File: src/timer0_defs.svh
// Offsets, field positions, reset values and timing counts of the timer block.
`ifndef TIMER0_DEFS_SVH
`define TIMER0_DEFS_SVH

// -----------------------------------------------------------------------------
// Register indices and byte addresses
// -----------------------------------------------------------------------------
`define IDX_COUNT        12'h001
`define IDX_OPTION       12'h002
`define IDX_INTCTL       12'h00B
`define IDX_INTCTL_ALT   12'h08B
`define ADR_COUNT        (`IDX_COUNT * 12'h004)
`define ADR_OPTION       (`IDX_OPTION * 12'h004)
`define ADR_INTCTL       (`IDX_INTCTL * 12'h004)
`define ADR_INTCTL_ALT   (`IDX_INTCTL_ALT * 12'h004)

// -----------------------------------------------------------------------------
// Option register fields
// -----------------------------------------------------------------------------
`define OPT_SRC_SEL      5
`define OPT_EDGE_SEL     4
`define OPT_PRE_ASSIGN   3
`define OPT_RATIO_HI     2
`define OPT_RATIO_LO     0
`define OPT_RESET        8'hFF

// -----------------------------------------------------------------------------
// Interrupt control register fields
// -----------------------------------------------------------------------------
`define IC_GLOBAL_EN     7
`define IC_PERIPH_EN     6
`define IC_OVF_EN        5
`define IC_EXT_EN        4
`define IC_PORT_EN       3
`define IC_OVF_FLAG      2
`define IC_EXT_FLAG      1
`define IC_PORT_FLAG     0
`define IC_RESET         8'h00

// -----------------------------------------------------------------------------
// Timing
// -----------------------------------------------------------------------------
`define COUNT_RESET      8'h00
`define COUNT_MAX        8'hFF
`define WRITE_INHIBIT    2'h2

`endif

File: src/timer0_pkg.sv
// Types shared by the timer block.
package timer0_pkg;

  // ---------------------------------------------------------------------------
  // Count source
  // ---------------------------------------------------------------------------
  typedef enum logic [1:0] {
    SRC_CYCLE = 2'b01,
    SRC_PIN   = 2'b10
  } src_mode_t;

endpackage : timer0_pkg

File: src/timer0_counter.sv
// Eight-bit timer/counter with shared prescaler behind a classic Wishbone slave.
`include "timer0_defs.svh"
`timescale 1ns/1ps

module timer0_counter #(
  parameter int ADR_W = 12                      // Wishbone address width
) (
  input  wire logic             clk_i,           // Instruction-cycle clock
  input  wire logic             rst_i,           // Synchronous reset, active high
  input  wire logic             cyc_i,           // Wishbone cycle
  input  wire logic             stb_i,           // Wishbone strobe
  input  wire logic             we_i,            // Wishbone write enable
  input  wire logic [ADR_W-1:0] adr_i,           // Wishbone byte address
  input  wire logic [3:0]       sel_i,           // Wishbone byte select
  input  wire logic [31:0]      dat_i,           // Wishbone write data
  output logic      [31:0]      dat_o,           // Wishbone read data
  output logic                  ack_o,           // Wishbone acknowledge
  input  wire logic             count_pin_i,     // External count pin, asynchronous
  input  wire logic             sleep_i,         // Core is asleep
  input  wire logic             ext_irq_event_i, // External interrupt pin event
  input  wire logic             port_change_i,   // Port change event
  input  wire logic             wdt_tick_i,      // Raw watchdog tick
  output logic                  wdt_tick_o,      // Watchdog tick, after prescaler only when it is assigned to the watchdog
  output logic                  irq_o,           // Interrupt request to the core
  output logic      [7:0]       count_o          // Current count value
);
  import timer0_pkg::*;

  // ---------------------------------------------------------------------------
  // Registers and bus decode
  // ---------------------------------------------------------------------------
  logic [7:0]  count_q;
  logic [7:0]  option_q;
  logic [7:0]  intctl_q;
  logic [7:0]  pre_q;
  logic [1:0]  inhibit_q;
  logic        ack_q;
  logic [31:0] dat_q;
  logic        pin_s1_q;
  logic        pin_s2_q;
  logic        pin_prev_q;
  logic        wdt_q;

  logic        req;
  logic        wr_commit;
  logic        hit_count;
  logic        hit_option;
  logic        hit_intctl;
  logic        cnt_wr;
  logic        opt_wr;
  logic        ic_wr;
  logic [7:0]  rd_byte;
  logic [7:0]  wdat;

  assign req        = cyc_i && stb_i;
  // Writes commit on the edge where ack is seen high, as the master expects.
  assign wr_commit  = req && we_i && ack_q && sel_i[0];
  assign hit_count  = (adr_i == ADR_W'(`ADR_COUNT));
  assign hit_option = (adr_i == ADR_W'(`ADR_OPTION));
  assign hit_intctl = (adr_i == ADR_W'(`ADR_INTCTL)) ||
                      (adr_i == ADR_W'(`ADR_INTCTL_ALT));
  assign cnt_wr     = wr_commit && hit_count;
  assign opt_wr     = wr_commit && hit_option;
  assign ic_wr      = wr_commit && hit_intctl;
  assign wdat       = dat_i[7:0];

  // The prescaler has no address at all, so software can never see it.
  always_comb begin
    rd_byte = 8'h00;
    if (hit_count) begin
      rd_byte = count_q;
    end else if (hit_option) begin
      rd_byte = option_q;
    end else if (hit_intctl) begin
      rd_byte = intctl_q;
    end
  end

  // One wait state: ack follows the request edge, drops in the next cycle.
  always_ff @(posedge clk_i) begin
    if (rst_i) begin
      ack_q <= 1'b0;
      dat_q <= 32'h0000_0000;
    end else begin
      ack_q <= req && !ack_q;
      if (req && !ack_q) begin
        dat_q <= {24'h00_0000, rd_byte};
      end
    end
  end

  assign ack_o = ack_q;
  assign dat_o = dat_q;

  always_ff @(posedge clk_i) begin
    if (rst_i) begin
      option_q <= `OPT_RESET;
    end else if (opt_wr) begin
      option_q <= wdat;
    end
  end

  // ---------------------------------------------------------------------------
  // Count source and edge detect
  // ---------------------------------------------------------------------------
  src_mode_t   src_mode;
  logic        pin_rise;
  logic        pin_fall;
  logic        src_event;
  logic        pre_to_wdt;
  logic        pre_src;
  logic [2:0]  ratio;
  logic [7:0]  pre_mask;
  logic        pre_tick;
  logic        tick;
  logic        inc;

  always_ff @(posedge clk_i) begin
    if (rst_i) begin
      pin_s1_q   <= 1'b0;
      pin_s2_q   <= 1'b0;
      pin_prev_q <= 1'b0;
    end else begin
      pin_s1_q   <= count_pin_i;
      pin_s2_q   <= pin_s1_q;
      pin_prev_q <= pin_s2_q;
    end
  end

  assign src_mode = option_q[`OPT_SRC_SEL] ? SRC_PIN : SRC_CYCLE;
  assign pin_rise = pin_s2_q && !pin_prev_q;
  assign pin_fall = !pin_s2_q && pin_prev_q;

  always_comb begin
    case (src_mode)
      SRC_CYCLE: src_event = 1'b1;
      SRC_PIN:   src_event = option_q[`OPT_EDGE_SEL] ? pin_fall : pin_rise;
      default:   src_event = 1'b0;
    endcase
  end

  // ---------------------------------------------------------------------------
  // Shared prescaler
  // ---------------------------------------------------------------------------
  assign pre_to_wdt = option_q[`OPT_PRE_ASSIGN];
  assign pre_src    = pre_to_wdt ? wdt_tick_i : src_event;
  assign ratio      = option_q[`OPT_RATIO_HI:`OPT_RATIO_LO];
  assign pre_mask   = 8'((9'h002 << ratio) - 9'h001);
  assign pre_tick   = pre_src && !sleep_i && ((pre_q & pre_mask) == pre_mask);

  // A count write also clears the prescaler while it is assigned to the timer, so the new count starts clean.
  always_ff @(posedge clk_i) begin
    if (rst_i) begin
      pre_q <= 8'h00;
    end else if (cnt_wr && !pre_to_wdt) begin
      pre_q <= 8'h00;
    end else if (pre_src && !sleep_i) begin
      pre_q <= pre_q + 8'h01;
    end
  end

  always_ff @(posedge clk_i) begin
    if (rst_i) begin
      wdt_q <= 1'b0;
    end else begin
      wdt_q <= pre_to_wdt ? pre_tick : wdt_tick_i;
    end
  end

  assign wdt_tick_o = wdt_q;

  // ---------------------------------------------------------------------------
  // Count register
  // ---------------------------------------------------------------------------
  assign tick = pre_to_wdt ? src_event : pre_tick;
  assign inc  = tick && !sleep_i && (inhibit_q == 2'h0) && !cnt_wr;

  always_ff @(posedge clk_i) begin
    if (rst_i) begin
      inhibit_q <= 2'h0;
    end else if (cnt_wr) begin
      inhibit_q <= `WRITE_INHIBIT;
    end else if (inhibit_q != 2'h0) begin
      inhibit_q <= inhibit_q - 2'h1;
    end
  end

  always_ff @(posedge clk_i) begin
    if (rst_i) begin
      count_q <= `COUNT_RESET;
    end else if (cnt_wr) begin
      count_q <= wdat;
    end else if (inc) begin
      count_q <= count_q + 8'h01;
    end
  end

  assign count_o = count_q;

  // ---------------------------------------------------------------------------
  // Interrupt control
  // ---------------------------------------------------------------------------
  logic       overflow;
  logic [7:0] ic_set;

  assign overflow = inc && (count_q == `COUNT_MAX);
  assign ic_set   = {5'h00, overflow, ext_irq_event_i, port_change_i};

  // A flag event in the same cycle as a software clear wins over the clear.
  always_ff @(posedge clk_i) begin
    if (rst_i) begin
      intctl_q <= `IC_RESET;
    end else if (ic_wr) begin
      intctl_q <= wdat | ic_set;
    end else begin
      intctl_q <= intctl_q | ic_set;
    end
  end

  assign irq_o = intctl_q[`IC_GLOBAL_EN] &&
    ((intctl_q[`IC_OVF_EN] && intctl_q[`IC_OVF_FLAG]) ||
     (intctl_q[`IC_EXT_EN] && intctl_q[`IC_EXT_FLAG]) ||
     (intctl_q[`IC_PORT_EN] && intctl_q[`IC_PORT_FLAG]));
endmodule : timer0_counter

File: config.mk
export PLATFORM = sky130hd
export DESIGN_NAME = timer0_counter
export DESIGN_NICKNAME = d
export VERILOG_FILES = /design/src/timer0_pkg.sv /design/src/timer0_counter.sv
export VERILOG_INCLUDE_DIRS = /design/src
export SDC_FILE = /design/constraint.sdc
export NUM_CORES = 1
export LEC_CHECK = 0
export ABC_AREA = 1
export CAP_MARGIN = 20
export CORE_MARGIN = 1.5
export CORE_UTILIZATION = 45
export DETAILED_ROUTE_END_ITERATION = 7
export DONT_BUFFER_PORTS = 1
export PLACE_DENSITY = 0.6
export SETUP_SLACK_MARGIN = 0.15
export SYNTH_ARGS = -nofsm -noshare
export SYNTH_HDL_FRONTEND = slang
export SYNTH_SLANG_ARGS = --single-unit
File: constraint.sdc
create_clock -name clk_i -period 5.05 [get_ports clk_i]
set_input_delay 0 -clock clk_i [delete_from_list [all_inputs] [get_ports clk_i]]
set_output_delay 0 -clock clk_i [all_outputs]
set_load 0.01 [all_outputs]
---- After elaboration in Yosys (flattened, before gate mapping) ----
Cells that the tools add are included.
word-level totals
  register bits after elaboration ......... 47
  latch bits .............................. 0
  RAM bits ................................ 0
  bits in read-only memories .............. 0
  input bits .............................. 58
  output and inout bits ................... 43
  word-level logic and storage cells ...... 78
  memories kept ........................... 0
cells by class
  add/sub/neg operators ................... 4
  multipliers ............................. 0
  div/mod/pow operators ................... 0
  order comparisons ....................... 0
  equal/unequal tests ..................... 8
  shift operators ......................... 1
  multiplexer cells ....................... 14
  bitwise gates (word level) .............. 3
  reduce and logical (&&, ||, !) cells .... 36
operator list
  kind                                                    number
  2-to-1 mux 8 bit                                        6
  logical AND 1 bit                                       21
  adder 8 x 1 -> 8 bit (second input constant)            2
  OR 8 x 3 -> 8 bit                                       2
  equality test 12 x 10 -> 1 bit (second input constant)  1
  equality test 12 x 3 -> 1 bit (second input constant)   1
  equality test 12 x 4 -> 1 bit (second input constant)   1
  equality test 12 x 6 -> 1 bit (second input constant)   1
  bitwise AND 8 bit                                       1
  equality test 8 bit                                     1
  equality test 8 bit (second input constant)             1
  << shifter 2 x 3 -> 8 bit (first input constant)        1
  subtractor 8 x 1 -> 8 bit (second input constant)       1
  zero test 1 bit                                         6
  2-to-1 mux 2 bit                                        3
  nonzero test 2 bit                                      3
  2-to-1 mux 1 bit                                        4
  OR reduction 2 bit                                      2
  logical OR 1 bit                                        3
  equality test 2 x 1 -> 1 bit (second input constant)    1
  equality test 2 bit (second input constant)             1
  zero test 2 bit                                         1
  case mux 1 bit (2 select lines)                         1
  subtractor 2 x 1 -> 2 bit (second input constant)       1

---- Longest topological paths before layout ----
Gate-level depths: netlist of the first run.
  word-level depth ........................ 14
  depth in mapped cells ................... 17
  depth with buffers taken out ............ 16

---- Worst setup path after synthesis of the first run ----
No wires, ideal clock.
  path kind ............................... flip-flop to flip-flop
  from .................................... reg option_q[1]
  to ...................................... reg count_q[2], in the netlist count_o[2]
  library setup time ...................... 70 ps
  data arrival time ....................... 1687 ps
  data required time ...................... 4980 ps
  slack ................................... 3292 ps
  stages on the path, launching flop included .. 18
  path buffers ............................ 1
  period minus slack after synthesis ...... 1758 ps
  cells stage by stage .................... dfxtp_1 -> buf_2 -> nor2_2 -> nand2_1 -> ha_1 -> inv_1 -> nand2_1 -> nand2_1 -> inv_1 -> nand2_1 -> nand2_1 -> nor2_1 -> nand2_2 -> nand2_2 -> nand2_4 -> nand2_4 -> nand2_1 -> a21oi_1
on the way
  cells in the longest elaborated chain, start to end .. 10
RTL lines
  what                                   RTL line               RTL
  from (decl)                            timer0_counter.sv:33   logic [7:0] option_q;
  from (signal assigned)                 timer0_counter.sv:97   option_q <= `OPT_RESET;
  from (signal assigned)                 timer0_counter.sv:99   option_q <= wdat;
  << shifter 2 x 3 -> 8 bit *            timer0_counter.sv:148  assign pre_mask = 8'((9'h002 << ratio) - 9'h001);
  subtractor 8 x 1 -> 8 bit *            timer0_counter.sv:148
  bitwise AND 8 bit                      timer0_counter.sv:149  assign pre_tick = pre_src && !sleep_i && ((pre_q & pre_mask) == pre_mask);
  equality test 8 bit *                  timer0_counter.sv:149
  logical AND 1 bit *                    timer0_counter.sv:149
  2-to-1 mux 1 bit *                     timer0_counter.sv:175  assign tick = pre_to_wdt ? src_event : pre_tick;
  logical AND 1 bit * (3 in a row)       timer0_counter.sv:176  assign inc = tick && !sleep_i && (inhibit_q == 2'h0) && !cnt_wr;
  nonzero test 2 bit (no source line) *  n/a
  to (signal assigned)                   timer0_counter.sv:190  count_q <= `COUNT_RESET;
  to (signal assigned)                   timer0_counter.sv:192  count_q <= wdat;
  to (signal assigned)                   timer0_counter.sv:194  count_q <= count_q + 8'h01;
  to (decl)                              timer0_counter.sv:32   logic [7:0] count_q;
Every way passes the cells marked *; elsewhere a longest branch is shown, timed or not.
A chain may end at the register's enable or synchronous reset.

---- Worst setup path after layout of the first run ----
  from .................................... reg option_q[2]
  to ...................................... reg count_q[2], in the netlist count_o[2]
Same word-level chain as after synthesis.

==> results.sh, run 1 <==
export IMPL_status="finished, final reports clean"
export IMPL_drtAntennaViolNets=0
export IMPL_finalWeightedCongestion=0.8155
export IMPL_slowest_delay_ps=560
export IMPL_fin_area_um2=2939
export IMPL_cts_inserted_buffers=5
export IMPL_holdWs_ps=65.03
export IMPL_initial_core_util_pct=46.45
export IMPL_min_path_type="in2reg"
export IMPL_rsz0062_at_grt="no"
export IMPL_avgSynthCellArea_um2=7.138
export IMPL_routed_via_density=5.144
export IMPL_drc=0
export IMPL_critPathLaunchType="flip-flop"
export IMPL_grt_pass1_wl_mm=10.90
export IMPL_cp_end_kind="flip-flop"
export IMPL_setup_viol=0
export IMPL_period_share_pct=51.23
export IMPL_crit_path_cell_trace="inv_1 -> nand2_1 -> ha_1 -> inv_1 -> nand2_1 -> nand2_1 -> inv_1 -> nand2_1 -> nand2_1 -> nor2_1 -> nand2_2 -> nand2_2 -> nand2_4 -> nand2_4 -> nand2_1 -> a21oi_1 -> dlygate4sd3_1"
export IMPL_path_clk_slew_ps=90
export IMPL_synth_area_um2=2734
export IMPL_clockBufferDepth=2
export IMPL_crit_fanout=9
export IMPL_gr_total_overflow=0
export IMPL_setup_tns_ps=0
export IMPL_post_cts_resized=0
export IMPL_cts_tree="built"
export IMPL_synth_ff_type="dfxtp_1"
export IMPL_cap_violations=0
export IMPL_worst_slew_margin_rel_pct=38.18
export IMPL_cts_sinks=47
export IMPL_core_um2=5886
export IMPL_clk_latency_ps=310
export IMPL_synth_commonest_cells="nand2_1 (60), dfxtp_1 (47), inv_1 (42)"
export IMPL_track_usage_pct=21.54
export IMPL_ys_warn_count=0
export IMPL_dp_cells=445
export IMPL_boundaryPins=101
export IMPL_die_x_um=80.95
export IMPL_hold_viol_final=0
export IMPL_syn_inst=383
export IMPL_grt_antenna_before_repair=0
export IMPL_stdcell_count=471
export IMPL_min_from="adr_i[2]"
export IMPL_die_y_um=80.95
export IMPL_min_path_cells=4
export IMPL_synth_top_cell_by_area="dfxtp_1"
export IMPL_async_flop_share_pct=0
export IMPL_clock_skew_final_ps=5.342
export IMPL_min_period_ps=2587
export IMPL_fillers=617
export IMPL_first_global_vias=2206
export IMPL_cp_common_cell="nand2_1"
export IMPL_critPathArrivalTime_ps=2840
export IMPL_synthTopCellsByArea="dfxtp_1 (34%), nand2_1 (8.2%), nand3_1 (7.5%)"
export IMPL_tightest_slew_ps=923.8
export IMPL_yosysTopAreaCellShare_pct=34.42
export IMPL_synth_edff_count=0
export IMPL_r2r_cells=17
export IMPL_grt_max_degree=26
export IMPL_r2r_start="option_q[2]"
export IMPL_ys_types=39
export IMPL_hpwlAfterDp_mm=4.615
export IMPL_crit_type="reg2reg"
export IMPL_yosysSeqAreaShare_pct=34.42
export IMPL_syn2layout_area_growth_pct=7.506
export IMPL_cts_hold_buf=18
export IMPL_cp_required_ps=5300
export IMPL_postCtsSetupBuffers=0
export IMPL_powerDensity_nw_per_um2=226.4
export IMPL_leakagePower_nw=1.309
export IMPL_finalNetCount=456
export IMPL_startpoint="option_q[2]"
export IMPL_routed_wl_mm=6.560
export IMPL_fmax_mhz=386.5
export IMPL_cts_root_buf="clkbuf_8"
export IMPL_ys_ff_latch=47
export IMPL_drv_slew=0
export IMPL_n_antenna_cell=0
export IMPL_crit_slowest_cell="dlygate4sd3_1"
export IMPL_synth_most_common_cell="nand2_1"
export IMPL_drtIter0Drc=140
export IMPL_drive_gt1_share_pct=7.576
export IMPL_cts_max_level=2
export IMPL_placed_area_um2=2675
export IMPL_ir_drop_mv=0.1622
export IMPL_dieArea_um2=6552
export IMPL_via_count=2423
export IMPL_wl_per_cell_um=13.93
export IMPL_rows=28
export IMPL_first_pass_iters=4
export IMPL_numPortBuffers=0
metrics by stage:
| step | util, % | power (mW) | setup WS [ps] |
|---|---|---|---|
| finish | 49.94 | 0.6655 | 2463 |
| global route | 49.94 | 0.6947 | 2161 |
| global placement | 45.45 | 0.4314 | 3079 |
| detailed placement | 45.45 | 0.4319 | 3048 |
| floorplan | - | 0.4412 | 3292 |
| CTS | 49.94 | 0.6702 | 2493 |
sequential cells by signal, indices dropped and copies added (netlist names), 2 cells and up:
| name | cells |
|---|---|
| pre_q | 8 |
| option_q | 8 |
| intctl_q | 8 |
| inhibit_q | 2 |
| dat_o | 8 |
| count_o | 8 |
power by group:
group	switching (mW)	total, mW	leakage, nW	internal, mW
Clock	0.132	0.228	0.0477	0.0951
Combinational	0.0350	0.0529	0.880	0.0179
Sequential	0.00706	0.385	0.382	0.378
Total	0.175	0.665	1.31	0.491
cells by family (layout without fill, tap and decap cells):
family                     count (synthesis)  after routing  synth area share (%)
AOI/OAI and AO/OA                         78             78                 16.52
xor gates and xnor gates                   8              8                 2.563
adders and majority gates                  3              3                 1.373
buffers and inverters                     83             73                 15.19
DFF                                       47             47                 34.42
other                                      1             24                0.1372
and+or+nand+nor                          163            163                 29.79
cells in the final DEF (no fill, tap or decap), drive strengths merged, types with 8 or more instances in the layout:
cell type / instances
o21ai: 34
inv: 47
nand3: 43
a31oi: 8
a21oi: 21
o211ai: 11
dlygate4sd3: 18
conb: 24
dfxtp: 47
nand2: 66
nor2: 34
layout make-up:
class | count | area [um^2] | area share [%]
Clock inverter | 3 | 15.01 | 0.5109
Sequential cell | 47 | 940.9 | 32.01
Timing Repair Buffer | 18 | 180.2 | 6.130
Inverter | 47 | 176.4 | 6.003
Multi-Input combinational cell | 276 | 1464 | 49.81
Clock buffer | 5 | 68.82 | 2.341
Tap cell | 75 | 93.84 | 3.193
worst paths after layout:
check	to	slack, ps
worst max-delay path	count_o[2]	2460
worst min-delay path	dat_o[0]	70
worst max register to register	count_o[2]	2460
worst min register to register	pin_s2_q	410
layer usage:
| metal | global-route usage [%] | vias to the layer above | part of all wire (%) |
|---|---|---|---|
| li1 | - | 1247 | - |
| met1 | 29.39 | 1105 | 47 |
| met2 | 33.00 | 59 | 45 |
| met3 | 5.169 | 12 | 5.8 |
| met4 | 7.586 | 0 | 1.9 |
| met5 | 0 | - | 0 |
critical path, delay by kind of cell, from the launching register on:
kind	cells	cell delay, ps
flops	1	380
buf+inv	4	850
simple gates	11	930
compound gates	1	120
fa+ha+maj	1	250
No activity file was read; power rests on OpenSTA's default activity.
==> inputs of run 2 (changes only) <==
- clock period: 5.05 -> 2.7 ns (I/O delays scaled with it)
==> results.sh, run 2 (synthesis gave the netlist of run 1 again) <==
export IMPL_crit_slowest_cell="dfxtp_1"
export IMPL_grt_antenna_before_repair=0
export IMPL_cts_tree="built"
export IMPL_r2r_slack_ps=630
export IMPL_cts_max_level=2
export IMPL_drc=0
export IMPL_critPathArrivalTime_ps=2300
export IMPL_hold_viol_final=0
export IMPL_boundaryPins=101
export IMPL_core_um2=5886
export IMPL_ir_drop_mv=0.2194
export IMPL_critPathBufInv=3
export IMPL_seq_power_share_pct=58.4
export IMPL_finalNetCount=454
export IMPL_numPortBuffers=0
export IMPL_grt_max_degree=26
export IMPL_cts_root_buf="clkbuf_8"
export IMPL_post_cts_resized=0
export IMPL_min_from="adr_i[2]"
export IMPL_hpwlAfterDp_mm=4.574
export IMPL_drtAntennaViolNets=0
export IMPL_first_global_vias=2243
export IMPL_initial_core_util_pct=46.45
export IMPL_dieArea_um2=6552
export IMPL_gr_total_overflow=0
export IMPL_finalWeightedCongestion=0.8160
export IMPL_cp_required_ps=2930
export IMPL_crit_fanout=9
export IMPL_rsz0062_at_grt="no"
export IMPL_crit_path_cell_trace="inv_1 -> nand2_1 -> ha_1 -> inv_1 -> nand2_1 -> nand2_1 -> inv_1 -> nand2_1 -> nand2_1 -> nor2_1 -> nand2_2 -> nand2_2 -> nand2_4 -> nand2_4 -> nand2_1 -> a21oi_1"
export IMPL_cts_sinks=47
export IMPL_leakagePower_nw=1.295
export IMPL_period_share_pct=76.67
export IMPL_routed_wl_mm=6.418
export IMPL_r2r_start="option_q[2]"
export IMPL_clock_skew_final_ps=4.319
export IMPL_slowest_delay_ps=380
export IMPL_via_count=2430
export IMPL_min_period_ps=2070
export IMPL_syn2layout_area_growth_pct=6.773
export IMPL_clockBufferDepth=2
export IMPL_layout_commonest_cell="nand2_1"
export IMPL_cp_end_kind="flip-flop"
export IMPL_reg2reg_to="count_o[2]"
export IMPL_p_comb_share_pct=8.1
export IMPL_fmax_mhz=483.1
export IMPL_first_pass_iters=4
export IMPL_power_mw=1.233
export IMPL_setup_tns_ps=0
export IMPL_die_x_um=80.95
export IMPL_postCtsSetupBuffers=0
export IMPL_powerDensity_nw_per_um2=422.3
export IMPL_r2r_cells=16
export IMPL_wl_per_cell_um=13.68
export IMPL_drive_gt1_share_pct=7.614
export IMPL_cap_violations=0
export IMPL_final_core_util_pct=49.60
export IMPL_drv_slew=0
export IMPL_crit_type="reg2reg"
export IMPL_crit_family="simple AND/OR/NAND/NOR gates"
export IMPL_setup_viol=0
export IMPL_stdcell_count=469
export IMPL_clock_power_share_pct=33.5
export IMPL_rows=28
export IMPL_track_usage_pct=21.17
export IMPL_drtIter0Drc=126
export IMPL_dp_cells=445
export IMPL_fillers=628
export IMPL_n_antenna_cell=0
export IMPL_p_int_uw=918.0
export IMPL_routed_via_density=5.181
export IMPL_cp_common_cell="nand2_1"
export IMPL_power_switching_uw=314.7
export IMPL_path_clk_slew_ps=90
export IMPL_cts_inserted_buffers=5
export IMPL_worst_slack_ps=629.8
export IMPL_critPathLaunchType="flip-flop"
export IMPL_min_path_cells=4
export IMPL_worst_slew_margin_rel_pct=41.20
export IMPL_grt_pass1_wl_mm=10.76
export IMPL_final_cell_mix="nand2_1 (60), dfxtp_1 (47), inv_1 (42)"
export IMPL_post_place_ws_ps=668.8
export IMPL_switching_share_pct=25.53
export IMPL_clk_latency_ps=300
export IMPL_cts_hold_buf=16
export IMPL_min_path_type="in2reg"
export IMPL_status="finished, final reports clean"
export IMPL_holdPathEnd="dat_o[6]"
export IMPL_die_y_um=80.95
export IMPL_tightest_slew_ps=878.8
-- run 2: area by class of cell --
class	count	area, um^2	share of cell area, %
tap	75	93.84	3.215
sequential	47	940.9	32.23
timing repair buffer	16	160.2	5.487
inverter	47	176.4	6.044
clock inverter	3	15.01	0.5144
clock buffer	5	68.82	2.357
multi-input combinational	276	1464	50.15
-- run 2: power groups by stage --
stage	logic, mW	registers [mW]	clock network (mW)
2_1_floorplan	0.0916	0.734	0
3_3_place_gp	0.0707	0.736	0
3_5_place_dp	0.0715	0.736	0
4_1_cts	0.0986	0.720	0.433
5_1_grt	0.113	0.722	0.458
6_report	0.0993	0.720	0.413
-- run 2: worst max-delay path by stage --
stage                      from         end  slack, ps  cells past startpoint
finish              option_q[2]  count_o[2]        630                     16
global route        option_q[2]  count_o[6]        370                     16
global placement    option_q[2]  count_o[5]        730                     16
detailed placement  option_q[2]  count_o[4]        670                     16
floorplan           option_q[1]  count_o[2]        940                     17
CTS                 option_q[2]  count_o[4]        640                     16
-- run 2: worst min-delay path: cells and delay by family --
kind | cells | cell delay [ps]
simple gates | 3 | 250
compound gates | 1 | 80
-- run 2: routing by layer --
metal	wire [um]	GRT usage [%]	vias up	part of all wire, %
met5	0	0	-	0
met4	72	6.034	0	1.1
met3	378	4.831	7	5.9
met2	2982	33.75	60	46
met1	2986	28.55	1115	47
li1	-	-	1248	-
-- run 2: metrics by stage --
step	hold slack, ps	area (um^2)
after CTS	65.92	2919
after global routing	106.1	2919
after floorplan	107.0	2820
after detailed placement	72.84	2675
after global placement	72.07	2675
final	79.40	2919
==> inputs of run 3 (changes only) <==
- ABC_AREA: 1 -> 0
- clock period: 2.7 -> 2.1 ns (I/O delays scaled with it)
==> results.sh, run 3 <==
export IMPL_status="finished, final reports clean"
export IMPL_synth_most_common_cell="dfxtp_1"
export IMPL_critPathArrivalTime_ps=2250
export IMPL_final_core_util_pct=55.22
export IMPL_finalNetCount=393
export IMPL_placed_area_um2=2714
export IMPL_worstSetupPathDepth=11
export IMPL_setup_tns_ps=0
export IMPL_ys_warn_count=0
export IMPL_period_share_pct=98.19
export IMPL_min_path_type="in2reg"
export IMPL_finalWeightedCongestion=0.8603
export IMPL_gr_total_overflow=0
export IMPL_min_period_ps=2062
export IMPL_seq_power_share_pct=56.6
export IMPL_endpoint="intctl_q[2]"
export IMPL_seq_area_um2=942.2
export IMPL_r2r_start="option_q[2]"
export IMPL_syn2layout_area_growth_pct=16.42
export IMPL_synthTopCellsByArea="dfxtp_1 (35%), buf_4 (7.1%), nor2_1 (6.5%)"
export IMPL_multi_input_area_um2=1623
export IMPL_leakagePower_nw=1.079
export IMPL_yosysSeqAreaShare_pct=35.37
export IMPL_grt_max_degree=40
export IMPL_setup_viol=0
export IMPL_cts_root_buf="clkbuf_8"
export IMPL_cts_max_level=2
export IMPL_rsz0062_at_grt="yes"
export IMPL_die_y_um=79.89
export IMPL_wl_per_cell_um=15.11
export IMPL_dieArea_um2=6382
export IMPL_track_usage_pct=19.18
export IMPL_grt_antenna_before_repair=1
export IMPL_critPathLaunchType="flip-flop"
export IMPL_initial_core_util_pct=47.43
export IMPL_worst_slew_margin_rel_pct=66.53
export IMPL_startpoint="option_q[2]"
export IMPL_stdcell_count=406
export IMPL_dp_cells=377
export IMPL_power_switching_uw=417.0
export IMPL_via_count=2175
export IMPL_post_place_ws_ps=-8.067
export IMPL_slowest_delay_ps=390
export IMPL_r2r_cells=11
export IMPL_cap_violations=0
export IMPL_cp_required_ps=2290
export IMPL_reg2reg_to="intctl_q[2]"
export IMPL_holdWs_ps=45.42
export IMPL_crit_fanout=7
export IMPL_clock_skew_final_ps=9.833
export IMPL_numPortBuffers=0
export IMPL_fin_area_um2=3097
export IMPL_drtAntennaViolNets=0
export IMPL_critPathBufInv=3
export IMPL_synth_area_um2=2660
export IMPL_ys_types=61
export IMPL_routed_wl_mm=6.134
export IMPL_boundaryPins=101
export IMPL_p_int_mw=1.240
export IMPL_synth_ff_type="dfxtp_1"
export IMPL_die_x_um=79.89
export IMPL_synth_edff_count=0
export IMPL_grt_pass1_wl_mm=9.439
export IMPL_drtIter0Drc=143
export IMPL_drive_gt1_share_pct=15.92
export IMPL_power_mw=1.657
export IMPL_layout_commonest_cell="dfxtp_1"
export IMPL_async_flop_share_pct=0
export IMPL_clock_power_share_pct=35.0
export IMPL_worst_slack_ps=37.97
export IMPL_cp_end_kind="flip-flop"
export IMPL_avgSynthCellArea_um2=8.693
export IMPL_final_cell_mix="dfxtp_1 (46), nor2_1 (45), conb_1 (24)"
export IMPL_switching_share_pct=25.17
export IMPL_clk_latency_ps=300
export IMPL_cts_tree="built"
export IMPL_crit_slowest_cell="or3_4"
export IMPL_yosysTopAreaCellShare_pct=35.37
export IMPL_powerDensity_nw_per_um2=535.1
export IMPL_rows=27
export IMPL_core_um2=5608
export IMPL_drc=0
export IMPL_drv_slew=0
export IMPL_crit_type="reg2reg"
export IMPL_synth_commonest_cells="dfxtp_1 (47), nor2_1 (46), buf_4 (25)"
export IMPL_cts_inserted_buffers=5
export IMPL_fillers=546
export IMPL_first_global_vias=1845
export IMPL_hold_viol_final=0
export IMPL_fmax_mhz=485.0
export IMPL_first_pass_iters=5
export IMPL_synth_top_cell_by_area="dfxtp_1"
export IMPL_r2r_slack_ps=40
export IMPL_tightest_slew_ps=500.2
export IMPL_routed_via_density=5.357
export IMPL_p_comb_share_pct=8.4
export IMPL_ys_ff_latch=47
export IMPL_crit_path_cell_trace="or3_4 -> ha_4 -> nor2_2 -> nand3_2 -> a31oi_4 -> nor3_4 -> buf_12 -> buf_6 -> buf_4 -> nand3_4 -> a21oi_2"
export IMPL_cts_sinks=47
export IMPL_ir_drop_mv=0.3863
export IMPL_syn_inst=306
export IMPL_path_clk_slew_ps=90
export IMPL_crit_family="simple AND/OR/NAND/NOR gates"
export IMPL_hpwlAfterDp_mm=4.450
export IMPL_clockBufferDepth=2
==> run 3: cell types whose count changed after synthesis, sizes merged, moves of 8 or more <==
cell    previous run  this run
o211ai            11         0
inv               47         7
nor2b              0        14
nand3             43         7
a22oi              0         8
nand2             66        16
nor2              34        47
a211oi             1        12
o21ai             34         9
==> run 3: final cells by class <==
cell class,instances,area share (%)
antenna,1,0.08081
tap,72,2.909
clock buffer,7,2.788
clock inverter,1,0.2828
inverter,7,0.8485
sequential,47,30.42
timing repair buffer,33,10.26
multi-input combinational,238,52.40
==> run 3: kinds of logic after synthesis <==
group,Yosys count,synth area share [%]
AOI/OAI and AO/OA,75,21.59
other,1,0.1410
and+or+nand+nor,118,24.27
muxes,7,2.634
DFF,47,35.37
adders and majority gates,3,1.411
buffers and inverters,44,10.68
xor gates and xnor gates,11,3.904
==> run 3: power by group through the flow <==
stage               clock network [mW]  registers (mW)  logic [mW]
global placement                     0           0.959      0.0841
detailed placement                   0           0.959      0.0843
floorplan                            0           0.953       0.118
global route                     0.629           0.942       0.154
finish                           0.580           0.938       0.139
CTS                              0.594           0.938       0.131
==> run 3: metal layers <==
| metal | routed length [um] | global-route usage [%] |
|---|---|---|
| met1 | 2947 | 27.02 |
| met3 | 439 | 5.714 |
| met5 | 0 | 0 |
| met4 | 39 | 3.621 |
| met2 | 2708 | 28.99 |
==> run 3: worst min-delay path by stage <==
stage | start | end | slack [ps] | cells after the start
after global routing | rst_i | pre_q[0] | 70 | 2
final | rst_i | pre_q[5] | 50 | 2
after detailed placement | rst_i | count_o[1] | 70 | 1
after floorplan | dat_i[1] | option_q[1] | 120 | 1
after CTS | dat_i[3] | option_q[3] | -190 | 1
after global placement | rst_i | count_o[1] | 70 | 1
==> run 3: what timing repair did <==
action                                 4_1_cts  5_1_grt
setup endpoints to repair                    9       11
hold buffers                                15        1
pin swaps                                    8        4
resized for setup                            6        8
buffers inserted                             2        2
gates cloned                                 0        0
endpoints found under the hold margin       39        3
